$ cat src/hdl/abz_uvw_map.vh
// Purpose : Register map, field layout, reset values and timing figures of the
//           incremental encoder emulator.
// Assumes : Included by bare name by the emulator design file only.
// Notes   : Register offsets are kept as indices; the byte address is four times
//           the index on the 32-bit register bus.
`ifndef ABZ_UVW_MAP_VH
`define ABZ_UVW_MAP_VH

// ----------------------------------------------------------------------------
// Register indices and byte addresses
// ----------------------------------------------------------------------------
`define IDX_INDEX_COUNT_LOW   8'h04
`define IDX_COUNT_HIGH        8'h05
`define IDX_COMMUTATION_CFG   8'h07
`define IDX_OUTPUT_STATUS     8'h08
`define ADDR_INDEX_COUNT_LOW  8'h10
`define ADDR_COUNT_HIGH       8'h14
`define ADDR_COMMUTATION_CFG  8'h1C
`define ADDR_OUTPUT_STATUS    8'h20

// ----------------------------------------------------------------------------
// Field positions and reset values
// ----------------------------------------------------------------------------
`define PPT_LOW_MSB           7
`define PPT_LOW_LSB           6
`define PPT_HIGH_MSB          5
`define PPT_HIGH_LSB          0
`define ISHAPE_MSB            3
`define ISHAPE_LSB            0
`define POLE_MSB              2
`define POLE_LSB              0
`define RST_INDEX_COUNT_LOW   8'hC0
`define RST_COUNT_HIGH        8'h3F
`define RST_COMMUTATION_CFG   8'h00

// ----------------------------------------------------------------------------
// Bus answers
// ----------------------------------------------------------------------------
`define RESP_OKAY             2'h0
`define RESP_SLVERR           2'h2

// ----------------------------------------------------------------------------
// Timing: the system clock and the output update rate, both in hertz
// ----------------------------------------------------------------------------
`define CLK_RATE_HZ           10000000
`define UPDATE_RATE_HZ        16000000

`endif

$ cat src/hdl/abz_uvw_encoder_emulator.v
// Purpose : Turns a 12-bit absolute angle into ABZ quadrature, index and UVW
//           block-commutation outputs, configured over AXI4-Lite.
// Assumes : The angle comes from logic on clk; one clock at 10 MHz.
// Notes   : The output state is recomputed on every update enable pulse.
//
// Design decision made here: the AXI4-Lite register port.
`timescale 1ns/1ps
`include "abz_uvw_map.vh"

module abz_uvw_encoder_emulator #(
    parameter ADDR_W   = 8,                 // Register bus address width.
    parameter HYST_LSB = 2                  // Hysteresis in angle LSBs, above the noise.
) (
    input  wire              clk,
    input  wire              sys_rst,
    input  wire [11:0]       angle,
    input  wire              s_axi_awvalid,
    output reg               s_axi_awready,
    input  wire [ADDR_W-1:0] s_axi_awaddr,
    input  wire [2:0]        s_axi_awprot,
    input  wire              s_axi_wvalid,
    output reg               s_axi_wready,
    input  wire [31:0]       s_axi_wdata,
    input  wire [3:0]        s_axi_wstrb,
    output reg               s_axi_bvalid,
    input  wire              s_axi_bready,
    output reg  [1:0]        s_axi_bresp,
    input  wire              s_axi_arvalid,
    output reg               s_axi_arready,
    input  wire [ADDR_W-1:0] s_axi_araddr,
    input  wire [2:0]        s_axi_arprot,
    output reg               s_axi_rvalid,
    input  wire              s_axi_rready,
    output reg  [31:0]       s_axi_rdata,
    output reg  [1:0]        s_axi_rresp,
    output reg               enc_a,
    output reg               enc_b,
    output reg               enc_z,
    output reg               hall_u,
    output reg               hall_v,
    output reg               hall_w
);

    // ------------------------------------------------------------------------
    // Constants
    // ------------------------------------------------------------------------
    // The clock is slower than the update rate, so the cycle count floors at one
    // and every clock cycle becomes an update; the output then moves slower
    // than the nominal rate, which only limits the top speed that is tracked.
    localparam integer UPD_RAW  = `CLK_RATE_HZ / `UPDATE_RATE_HZ;
    localparam integer UPD_CYC  = (UPD_RAW < 1) ? 1 : UPD_RAW;
    localparam [11:0]  HYST     = HYST_LSB[11:0];

    // ------------------------------------------------------------------------
    // Functions
    // ------------------------------------------------------------------------
    // Scales a 12-bit angle to a step index out of mul steps per turn.
    function [10:0] scale_pos;
        input [11:0] ang;
        input [10:0] mul;
        reg   [22:0] prod;
        begin
            prod      = {11'h000, ang} * {12'h000, mul};
            scale_pos = prod[22:12];
        end
    endfunction

    // Decides one step of a hysteresis-guarded counter: 01 up, 10 down, 00 hold.
    // The lagged angle must reach the next step before a move up, the led angle
    // must fall below the current step before a move down.
    function [1:0] step_dir;
        input [10:0] pos_lag;
        input [10:0] pos_lead;
        input [10:0] cnt;
        input [10:0] modulus;
        reg   [10:0] fwd;
        reg   [10:0] back;
        begin
            fwd  = (pos_lag >= cnt) ? (pos_lag - cnt) : (pos_lag + modulus - cnt);
            back = (cnt >= pos_lead) ? (cnt - pos_lead) : (cnt + modulus - pos_lead);
            if ((pos_lag != cnt) && (fwd <= {1'b0, modulus[10:1]})) begin
                step_dir = 2'h1;
            end else if ((pos_lead != cnt) && (back <= {1'b0, modulus[10:1]})) begin
                step_dir = 2'h2;
            end else begin
                step_dir = 2'h0;
            end
        end
    endfunction

    // Moves a counter one step around its modulus.
    function [10:0] step_cnt;
        input [10:0] cnt;
        input [10:0] modulus;
        input [1:0]  dir;
        begin
            if (dir == 2'h1) begin
                step_cnt = (cnt == modulus - 11'h001) ? 11'h000 : cnt + 11'h001;
            end else if (dir == 2'h2) begin
                step_cnt = (cnt == 11'h000) ? modulus - 11'h001 : cnt - 11'h001;
            end else begin
                step_cnt = cnt;
            end
        end
    endfunction

    // Register select shared by the read and the write path.
    function [2:0] reg_sel;
        input [ADDR_W-1:0] addr;
        begin
            case (addr[7:0])
                `ADDR_INDEX_COUNT_LOW: reg_sel = 3'h1;
                `ADDR_COUNT_HIGH:      reg_sel = 3'h2;
                `ADDR_COMMUTATION_CFG: reg_sel = 3'h3;
                `ADDR_OUTPUT_STATUS:   reg_sel = 3'h4;
                default:               reg_sel = 3'h0;
            endcase
        end
    endfunction

    // ------------------------------------------------------------------------
    // Configuration registers
    // ------------------------------------------------------------------------
    reg  [7:0]        index_count_low_q;   // Index shape and low pulse count bits.
    reg  [7:0]        count_high_q;        // High pulse count bits.
    reg  [7:0]        commutation_cfg_q;   // Pole pair code.
    reg  [ADDR_W-1:0] wr_addr_q;           // Held write address.
    reg  [7:0]        wr_byte_q;           // Held low data byte.
    reg               wr_lane_q;           // Low byte lane was enabled.
    reg               aw_have_q;           // Write address taken.
    reg               w_have_q;            // Write data taken.

    wire [7:0] pulses_per_turn_code = {count_high_q[`PPT_HIGH_MSB:`PPT_HIGH_LSB],
                                       index_count_low_q[`PPT_LOW_MSB:`PPT_LOW_LSB]};
    wire [3:0] index_shape_code     = index_count_low_q[`ISHAPE_MSB:`ISHAPE_LSB];
    wire [2:0] pole_pair_code       = commutation_cfg_q[`POLE_MSB:`POLE_LSB];

    // ------------------------------------------------------------------------
    // Write channel
    // ------------------------------------------------------------------------
    // Address and data are taken in either order; the register is written once
    // both are held, and the response is raised at the same edge as the write.
    always @(posedge clk) begin
        if (sys_rst) begin
            s_axi_awready     <= 1'b1;
            s_axi_wready      <= 1'b1;
            s_axi_bvalid      <= 1'b0;
            s_axi_bresp       <= `RESP_OKAY;
            aw_have_q         <= 1'b0;
            w_have_q          <= 1'b0;
            wr_addr_q         <= {ADDR_W{1'b0}};
            wr_byte_q         <= 8'h00;
            wr_lane_q         <= 1'b0;
            index_count_low_q <= `RST_INDEX_COUNT_LOW;
            count_high_q      <= `RST_COUNT_HIGH;
            commutation_cfg_q <= `RST_COMMUTATION_CFG;
        end else begin
            if (s_axi_awvalid && s_axi_awready) begin
                wr_addr_q     <= s_axi_awaddr;
                aw_have_q     <= 1'b1;
                s_axi_awready <= 1'b0;
            end
            if (s_axi_wvalid && s_axi_wready) begin
                wr_byte_q    <= s_axi_wdata[7:0];
                wr_lane_q    <= s_axi_wstrb[0];
                w_have_q     <= 1'b1;
                s_axi_wready <= 1'b0;
            end
            // Both halves held and no answer pending: commit the write.
            if (aw_have_q && w_have_q && !s_axi_bvalid) begin
                s_axi_bvalid <= 1'b1;
                aw_have_q    <= 1'b0;
                w_have_q     <= 1'b0;
                s_axi_bresp  <= (reg_sel(wr_addr_q) == 3'h0) ? `RESP_SLVERR : `RESP_OKAY;
                if (wr_lane_q) begin
                    case (reg_sel(wr_addr_q))
                        3'h1:    index_count_low_q <= wr_byte_q;
                        3'h2:    count_high_q      <= wr_byte_q;
                        3'h3:    commutation_cfg_q <= wr_byte_q;
                        default: ;                  // Status is read-only.
                    endcase
                end
            end
            // Answer taken: open both input channels again.
            if (s_axi_bvalid && s_axi_bready) begin
                s_axi_bvalid  <= 1'b0;
                s_axi_awready <= 1'b1;
                s_axi_wready  <= 1'b1;
            end
        end
    end

    // ------------------------------------------------------------------------
    // Update enable
    // ------------------------------------------------------------------------
    reg  [15:0] upd_cnt_q;                 // Divider towards the update rate.
    reg         upd_en_q;                  // One-cycle update pulse.

    // A divider gives one update pulse every UPD_CYC clocks, here every clock.
    always @(posedge clk) begin
        if (sys_rst) begin
            upd_cnt_q <= 16'h0000;
            upd_en_q  <= 1'b0;
        end else if (upd_cnt_q == UPD_CYC[15:0] - 16'h0001) begin
            upd_cnt_q <= 16'h0000;
            upd_en_q  <= 1'b1;
        end else begin
            upd_cnt_q <= upd_cnt_q + 16'h0001;
            upd_en_q  <= 1'b0;
        end
    end

    // ------------------------------------------------------------------------
    // Step counters with hysteresis
    // ------------------------------------------------------------------------
    reg  [10:0] edge_cnt_q;                // Quadrature edge index, 0 at zero angle.
    reg  [10:0] state_cnt_q;               // Commutation state index.
    reg  [7:0]  ppt_seen_q;                // Pulse count the edge counter was built on.
    reg  [2:0]  pole_seen_q;               // Pole code the state counter was built on.
    reg         started_q;                 // Counters hold a valid position.

    wire [8:0]  pulses      = {1'b0, pulses_per_turn_code} + 9'h001;
    wire [10:0] edges       = {pulses, 2'b00};
    wire [3:0]  pairs       = {1'b0, pole_pair_code} + 4'h1;
    wire [10:0] states      = {5'h00, pairs, 2'b00} + {6'h00, pairs, 1'b0};
    wire [11:0] ang_lag     = angle - HYST;
    wire [11:0] ang_lead    = angle + HYST;
    wire [1:0]  edge_dir    = step_dir(scale_pos(ang_lag, edges),
                                       scale_pos(ang_lead, edges),
                                       edge_cnt_q, edges);
    wire [1:0]  state_dir   = step_dir(scale_pos(ang_lag, states),
                                       scale_pos(ang_lead, states),
                                       state_cnt_q, states);
    wire        edge_reload = !started_q || (ppt_seen_q != pulses_per_turn_code);
    wire        state_reload = !started_q || (pole_seen_q != pole_pair_code);
    wire [10:0] edge_cnt_d  = edge_reload ? scale_pos(angle, edges)
                                          : step_cnt(edge_cnt_q, edges, edge_dir);
    wire [10:0] state_cnt_d = state_reload ? scale_pos(angle, states)
                                           : step_cnt(state_cnt_q, states, state_dir);

    // Each update moves each counter by one step at most; after reset or a new
    // setting the counter loads the plain position, since the old count means
    // nothing under a different step size.
    always @(posedge clk) begin
        if (sys_rst) begin
            edge_cnt_q  <= 11'h000;
            state_cnt_q <= 11'h000;
            ppt_seen_q  <= 8'h00;
            pole_seen_q <= 3'h0;
            started_q   <= 1'b0;
        end else if (upd_en_q) begin
            edge_cnt_q  <= edge_cnt_d;
            state_cnt_q <= state_cnt_d;
            ppt_seen_q  <= pulses_per_turn_code;
            pole_seen_q <= pole_pair_code;
            started_q   <= 1'b1;
        end
    end

    // ------------------------------------------------------------------------
    // Output decode
    // ------------------------------------------------------------------------
    reg  [10:0] z_start;                   // First edge index of the index pulse.
    reg  [10:0] z_width;                   // Index pulse length in edges.
    reg  [10:0] z_off;                     // Edge index counted from the pulse start.
    reg  [10:0] phase6;                    // Electrical phase 0..5.
    reg  [2:0]  uvw_d;                     // Next U, V, W levels.

    // The index starts a number of edges after zero and lasts a chosen count of
    // edges; code 0000 starts at the B fall and lasts two edges, half a pulse.
    always @* begin
        z_start = {9'h000, index_shape_code[1:0]};
        case (index_shape_code[3:2])
            2'h0:    z_width = 11'h002;
            2'h1:    z_width = 11'h003;
            2'h2:    z_width = 11'h004;
            default: z_width = 11'h001;
        endcase
        z_off = (edge_cnt_q >= z_start) ? (edge_cnt_q - z_start)
                                        : (edge_cnt_q + edges - z_start);
        phase6 = state_cnt_q % 11'd6;
        case (phase6[2:0])
            3'h0:    uvw_d = 3'b100;
            3'h1:    uvw_d = 3'b110;
            3'h2:    uvw_d = 3'b010;
            3'h3:    uvw_d = 3'b011;
            3'h4:    uvw_d = 3'b001;
            default: uvw_d = 3'b101;
        endcase
    end

    // Outputs are flops: A and B follow the two low bits of the edge count so
    // that a rising angle walks AB through 00, 10, 11, 01 with A ahead.
    always @(posedge clk) begin
        if (sys_rst) begin
            enc_a  <= 1'b0;
            enc_b  <= 1'b0;
            enc_z  <= 1'b0;
            hall_u <= 1'b0;
            hall_v <= 1'b0;
            hall_w <= 1'b0;
        end else begin
            enc_a  <= edge_cnt_q[0] ^ edge_cnt_q[1];
            enc_b  <= edge_cnt_q[1];
            enc_z  <= started_q && (z_off < z_width);
            hall_u <= started_q && uvw_d[2];
            hall_v <= started_q && uvw_d[1];
            hall_w <= started_q && uvw_d[0];
        end
    end

    // ------------------------------------------------------------------------
    // Read channel
    // ------------------------------------------------------------------------
    // One read at a time: the data is registered at the address handshake and
    // stays until the master takes it.
    always @(posedge clk) begin
        if (sys_rst) begin
            s_axi_arready <= 1'b1;
            s_axi_rvalid  <= 1'b0;
            s_axi_rdata   <= 32'h00000000;
            s_axi_rresp   <= `RESP_OKAY;
        end else if (s_axi_arvalid && s_axi_arready) begin
            s_axi_arready <= 1'b0;
            s_axi_rvalid  <= 1'b1;
            s_axi_rresp   <= `RESP_OKAY;
            case (reg_sel(s_axi_araddr))
                3'h1:    s_axi_rdata <= {24'h000000, index_count_low_q};
                3'h2:    s_axi_rdata <= {24'h000000, count_high_q};
                3'h3:    s_axi_rdata <= {24'h000000, commutation_cfg_q};
                3'h4:    s_axi_rdata <= {5'h00, edge_cnt_q, 4'h0, state_cnt_q[5:0],
                                         hall_w, hall_v, hall_u, enc_z, enc_b, enc_a};
                default: begin
                    s_axi_rdata <= 32'h00000000;
                    s_axi_rresp <= `RESP_SLVERR;  // Unmapped address.
                end
            endcase
        end else if (s_axi_rvalid && s_axi_rready) begin
            s_axi_rvalid  <= 1'b0;
            s_axi_arready <= 1'b1;
        end
    end

endmodule // abz_uvw_encoder_emulator

$ cat config.mk
export PLATFORM = sky130hd
export DESIGN_NAME = abz_uvw_encoder_emulator
export DESIGN_NICKNAME = d
export VERILOG_FILES = /design/src/hdl/abz_uvw_encoder_emulator.v
export VERILOG_INCLUDE_DIRS = /design/src /design/src/hdl
export SDC_FILE = /design/constraint.sdc
export NUM_CORES = 2
export LEC_CHECK = 0
export BUFFER_PORTS_ARGS = -buffer_cell sky130_fd_sc_hd__buf_2
export CAP_MARGIN = 10
export CORE_AREA = 2 2 293 295
export CTS_CLUSTER_DIAMETER = 80
export CTS_CLUSTER_SIZE = 14
export DETAILED_ROUTE_END_ITERATION = 16
export DIE_AREA = 0 0 295 297
export PLACE_DENSITY = 0.6
export SLEW_MARGIN = 20
export SYNTH_ARGS = -nofsm -noshare
export SYNTH_HDL_FRONTEND = slang
export SYNTH_SLANG_ARGS = --single-unit
$ cat constraint.sdc
create_clock -name clk -period 15 [get_ports clk]
set_input_delay 1.5 -clock clk [delete_from_list [all_inputs] [get_ports clk]]
set_output_delay 1.5 -clock clk [all_outputs]
set_load 0.005 [all_outputs]
After elaboration in Yosys (flattened, before gate mapping):

Cells that the tools add are included.

* divide/modulo/power cells: 1
* shifts and indexed selects: 0
* eq/ne operators: 33
* order comparisons: 10
* bitwise gates (word level): 1
* reduce and logical (&&, ||, !) cells: 37
* multiply operators: 6
* add/sub/neg operators: 26
* muxes and demuxes: 38

Operators by type and width (number)
* two-way mux 11 bit: 15
* case mux 27 bit (4 select lines): 1
* multiplier 12 x 9 -> 21 bit: 3
* multiplier 12 x 7 -> 19 bit: 3
* == test 8 x 5 -> 1 bit, second input constant: 6
* subtractor 11 bit: 4
* subtractor 11 x 1 -> 11 bit, second input constant: 3
* case mux 3 bit (4 select lines): 2
* adder 11 x 1 -> 11 bit, second input constant: 2
* adder 11 bit: 2
* == test 11 bit: 2
* greater-or-equal comparator 11 bit: 2
* less-or-equal comparator 11 x 10 -> 1 bit: 2
* less-or-equal comparator 11 x 6 -> 1 bit: 2
* logical NOT 11 bit: 2
* inequality test 11 bit: 2
* inequality test 7 x 11 -> 1 bit: 2
* subtractor 11 x 2 -> 11 bit: 2
* subtractor 11 x 7 -> 11 bit: 2
* two-way mux 3 bit: 7
* == test 3 x 2 -> 1 bit, second input constant: 6
* adder 16 x 1 -> 16 bit, second input constant: 1
* == test 8 x 6 -> 1 bit, second input constant: 2
* logical NOT 16 bit: 1
* 37 further kinds: 76

* logic and storage cells: 181
* register bits after elaboration: 141
* bits of input ports: 77
* bits in latches: 0
* output and inout port bits: 47
* bits in writable memories: 0
* ROM bits: 0
* memories: 0

Logic depth before layout (Yosys ltp):

* word-level depth: 13
* depth in mapped cells: 56
* depth with buffers taken out: 50

Worst setup path after synthesis:

Ideal clock, no wire load.

* path kind: input-to-reg
* from: in angle[1]
* to: reg edge_cnt_q[7]
* stages: 49
* required time: 14.930 ns
* path slack: 2.765 ns
* library setup time: 0.070 ns
* path buffers: 4
* arrival time: 12.165 ns
* cells stage by stage: clkbuf_1 inv_1 clkbuf_1 ha_1 nor3b_1 xor2_1 nand2_1 fa_1 fa_1 inv_1 ha_1 inv_1 fa_1 inv_1 ha_1 nor2b_1 a41o_1 a21o_1 [... 13 more ...] clkbuf_1 o21ai_0 ha_1 nor2b_1 o21a_1 o21a_1 o21a_1 o21a_1 o21a_1 o21a_1 o21a_1 o32ai_1 nand4b_1 nand2b_1 clkbuf_1 o32a_1 a21o_1 a21oi_1

* longest elaborated chain between the ends: 11
* elaborated cells on any way between the ends: 28
* classes of those cells: add/sub: 7; mul: 3; order compare: 4; eq/ne: 4; mux: 6; reduce/logical: 4

Ends and longest elaborated chain
* start: declaration: RTL line abz_uvw_encoder_emulator.v:16 `input wire [11:0] angle,`
* subtractor 12 x 2 -> 12 bit / adder 12 x 2 -> 12 bit (equally long branches): RTL line abz_uvw_encoder_emulator.v:226, abz_uvw_encoder_emulator.v:227
* multiplier 12 x 9 -> 21 bit: RTL line abz_uvw_encoder_emulator.v:63 `prod = {11'h000, ang} * {12'h000, mul};`
* adder 11 bit (tied with other cells): RTL line abz_uvw_encoder_emulator.v:79 `fwd = (pos_lag >= cnt) ? (pos_lag - cnt) : (pos_lag + modulus - cnt);`
* subtractor 11 bit / two-way mux 11 bit (equally long branches): RTL line abz_uvw_encoder_emulator.v:79, abz_uvw_encoder_emulator.v:80
* two-way mux 11 bit / less-or-equal comparator 11 x 10 -> 1 bit (equally long branches): RTL line abz_uvw_encoder_emulator.v:79, abz_uvw_encoder_emulator.v:83
* less-or-equal comparator 11 x 10 -> 1 bit / logical AND 1 bit (equally long branches): RTL line abz_uvw_encoder_emulator.v:81, abz_uvw_encoder_emulator.v:83
* logical AND 1 bit / two-way mux 2 bit (equally long branches): RTL line abz_uvw_encoder_emulator.v:81, abz_uvw_encoder_emulator.v:83
* two-way mux 2 bit: RTL line abz_uvw_encoder_emulator.v:81 `if ((pos_lag != cnt) && (fwd <= {1'b0, modulus[10:1]})) begin`
* == test 2 x 1 -> 1 bit / == test 2 bit (equally long branches): RTL line abz_uvw_encoder_emulator.v:97, abz_uvw_encoder_emulator.v:99
* nonzero test 3 bit (no line) / two-way mux 11 bit (equally long branches)
* AND reduction 2 bit (no line) / two-way mux 11 bit (equally long branches)
* end signal: assignment: RTL line abz_uvw_encoder_emulator.v:252 `edge_cnt_q <= edge_cnt_d;`
* end: declaration: RTL line abz_uvw_encoder_emulator.v:216 `reg [10:0] edge_cnt_q;`

Parallel ways exist; a longest one is shown, timed or not.
A chain may end at the register's enable or synchronous reset.

Final worst setup path:

* from: in angle[3]
* to: reg edge_cnt_q[2]

The elaborated chain is that of the path after synthesis.

==> summary.txt <==
Clocking
  • Clock tree buffer depth: 2
  • # clock sinks: between 100 and 150
  • Clk Latency, worst-skew pair: 0.42 ns
  • H-tree Lvls: 4
  • Post-cts resize count: 0
  • CTS tree: done
  • CTS buffer count: 17
  • Hold Buf Count CTS: 0
  • Post-CTS setup buffers: 0
  • Root Driver: clkbuf_16
  • Clock transition at path regs: 0.06 ns

Status
  • Outcome: complete, no violations

Yosys
  • Seq cells post-synth: 130
  • Warnings from Yosys: 0
  • Synth Cell Area: 28500 µm²
  • Register area share after synthesis: 9.12%
  • Top_reg_cell synth: dfxtp_1
  • Post-synth ARST share: 0%
  • Post-synth EDFFs: 0
  • Gate Count Post-Synth: 3554
  • Avg Inst Size Synth: roughly 8 µm²
  • Synth cell types: 90

Power
  • P_sw: 1.16 mW
  • Pwr Total: about 2.5 mW
  • Internal power: 1.32 mW
  • Power share of the sequential group: about 17%
  • Net switching share of the total power: 46.9%
  • Combinational share of power: between 60% and 70%
  • Clock power frac: between 10% and 20%
  • Worst ir drop on vdd: between 0.08 and 0.09 mV
  • Static Leak: 15.1 nW
  • Pwr Density: about 80 nW/µm²

Floorplanning
  • Die area: 87600 µm²
  • Chip width: between 200 and 300 µm
  • Initial Util: roughly a third
  • Core Rows: 107
  • Top Ports: 124
  • Die H: 297 µm
  • Core area: approximately 84000 µm²

Critical path
  • CP endpoint kind: register
  • Critical Path RT: 15.25 ns
  • Arr. time, crit path: 13.32 ns
  • Worst path slowest cell: xor2_1
  • Worst Path Max Fanout: 24
  • Max stage delay on crit path: 0.82 ns
  • Crit start category: primary input
  • Most used cell along the critical path: o21a_1
  • Crit Path Category: in -> reg

Timing
  • Tightest Pin Transition: 1.09 ns
  • Tmin final: 13.06 ns
  • Final setup violation count: 0
  • Slew Limit Fails: 0
  • Unrepaired setup endpoints after global routing: no
  • Final Skew: 0.0115 ns
  • Setup TNS: 0 ns
  • Final hold viol count: 0
  • Fmax achieved: 76.6 MHz
  • Setup ws final: 1.94 ns
  • Slew HR: 26.8%
  • Period utilization: 87.1%

Global routing
  • Antenna violations before repair: 5
  • GRT Overall Usage: 18.6%
  • First-pass GRT wire length: approximately 130000 µm
  • Largest net degree at the start of global routing: 98
  • Vias in the first global route: 24.2k
  • Grt total ovfl: 0

Final layout
  • Final Net Count: 4352
  • # diodes: 0
  • Commonest non-fill, non-tap cells in the layout: inv_1, nand2_1, ha_1
  • Share of post-route cells with drive strength above 1: roughly 6.3%
  • Fill cells: ~8.7k
  • Area Overhead vs Synth: 8.19%
  • Most common cell after layout, fill and taps aside: inv_1
  • Final core area utilization: around 37%

Placement
  • DP HPWL: 61100 µm
  • Number of port buffers: 79
  • Routability cong.: slightly below 0.9
  • DP Worst Slack: 1.72 ns

Routing
  • Mean routed wirelength per cell: 17.1 µm
  • WL final: 80500 µm
  • Avg Vias per Cell: 5.14
  • Initial DRC Count: ~1.7k
  • DR pass1 iterations: 5
  • # DRC: 0
  • Detailed-route via count: 24.2k
  • Antenna viol nets, final: 0

Job
  • Max cap viols: 0

Worst hold path
  • Hold Crit Class: reg -> reg
[synthesized netlist by cell type, types with 15 or more instances]
| library cell | number | area share (%) |
|---|---|---|
| nand4_1 | 28 | 0.61 |
| o21a_1 | 25 | 0.66 |
| a31oi_1 | 15 | 0.33 |
| a21oi_1 | 159 | 2.8 |
| and2_1 | 51 | 1.1 |
| clkbuf_1 | 137 | 1.8 |
| o211ai_1 | 16 | 0.42 |
| o31ai_1 | 21 | 0.55 |
| o21bai_1 | 26 | 0.68 |
| mux2i_1 | 48 | 1.7 |
| nand2_1 | 432 | 5.7 |
| nand2b_1 | 40 | 0.88 |
| xor2_1 | 82 | 2.5 |
| buf_1 | 15 | 0.20 |
| ha_1 | 363 | 16 |
| a211oi_1 | 24 | 0.63 |
| or3_1 | 18 | 0.39 |
| and3_1 | 21 | 0.46 |
| a21o_1 | 45 | 1.2 |
| fa_1 | 360 | 25 |
| nor2_1 | 354 | 4.7 |
| o21ai_0 | 84 | 1.5 |
| dfxtp_1 | 130 | 9.1 |
| nor3_1 | 55 | 0.96 |
| inv_1 | 516 | 6.8 |
| nor2b_1 | 37 | 0.81 |
| nand3_1 | 87 | 1.5 |
| xnor2_1 | 139 | 4.3 |
[through the flow]
stage | cells | hold WS, ns | area, µm²
finish | 4709 | 0.452 | 30900
global route | 4709 | 0.468 | 30900
CTS | 4709 | 0.454 | 30900
detailed placement | 4677 | 0.445 | 30200
global placement | 4677 | 0.436 | 30200
floorplan | 3564 | 0.431 | 28600
[kinds of logic after synthesis]
family                   Yosys count  share of synthesized area, %
AND/OR/NAND/NOR                 1190                          19.0
XOR/XNOR                         222                          6.87
other                              1                        0.0131
buffers and inverters            695                          9.35
adder cells (fa/ha/maj)          723                          41.2
flip-flops                       130                          9.12
AO/OA/AOI/OAI                    543                          12.8
multiplexers                      50                          1.76
[final timing paths]
check	slack, ns	cells after the start	to	startpoint
worst min register to register	0.45	2	wr_addr_q[0]	wr_addr_q[0]
worst max-delay path	1.94	46	edge_cnt_q[2]	angle[3]
worst min-delay path	0.45	2	wr_addr_q[0]	wr_addr_q[0]
worst max register to register	2.24	49	state_cnt_q[9]	commutation_cfg_q[0]
[worst max-delay path: cells and delay by family]
family / cells / cell delay [ns]
adders and majority gates: 7 / 2.91
AOI/OAI and AO/OA: 20 / 3.76
muxes: 1 / 0.28
xor gates and xnor gates: 2 / 1.00
buffers and inverters: 3 / 0.76
and+or+nand+nor: 13 / 3.05
[routing by layer]
| layer | wire, µm | vias to the layer above | global-route usage [%] |
|---|---|---|---|
| met1 | 38300 | 11800 | 27.0 |
| met3 | 5670 | 91 | 3.20 |
| met5 | 39 | - | 0 |
| met4 | 1320 | 6 | 3.62 |
| met2 | 35100 | 756 | 29.0 |
| li1 | - | 11600 | - |
[area by class of cell]
cell class	count	area [µm²]	share of cell area, %
Clock buffer	17	425	1.38
Clock inverter	15	206	0.669
Inverter	526	1970	6.39
Multi-Input combinational cell	2739	23400	75.8
Sequential cell	130	2600	8.43
Tap cell	1144	1430	4.64
Timing Repair Buffer	138	841	2.72
[flip-flops by register name (all words and copies together) (netlist names), 3 cells and up]
name and cells:
edge_cnt_q 11, pole_seen_q 3, upd_cnt_q 16, count_high_q 8, index_count_low_q 8, ppt_seen_q 8, commutation_cfg_q 8, state_cnt_q 11
wr_addr_q 8, s_axi_rdata 23, wr_byte_q 8
[power by group through the flow]
stage / registers, mW / clock network, mW / logic, mW
2_1_floorplan: 0.395 / 0 / 1.27
3_3_place_gp: 0.414 / 0 / 1.59
3_5_place_dp: 0.415 / 0 / 1.61
4_1_cts: 0.407 / 0.455 / 1.62
5_1_grt: 0.411 / 0.469 / 1.83
6_report: 0.408 / 0.448 / 1.63
Power figures use the tool's default switching activity.
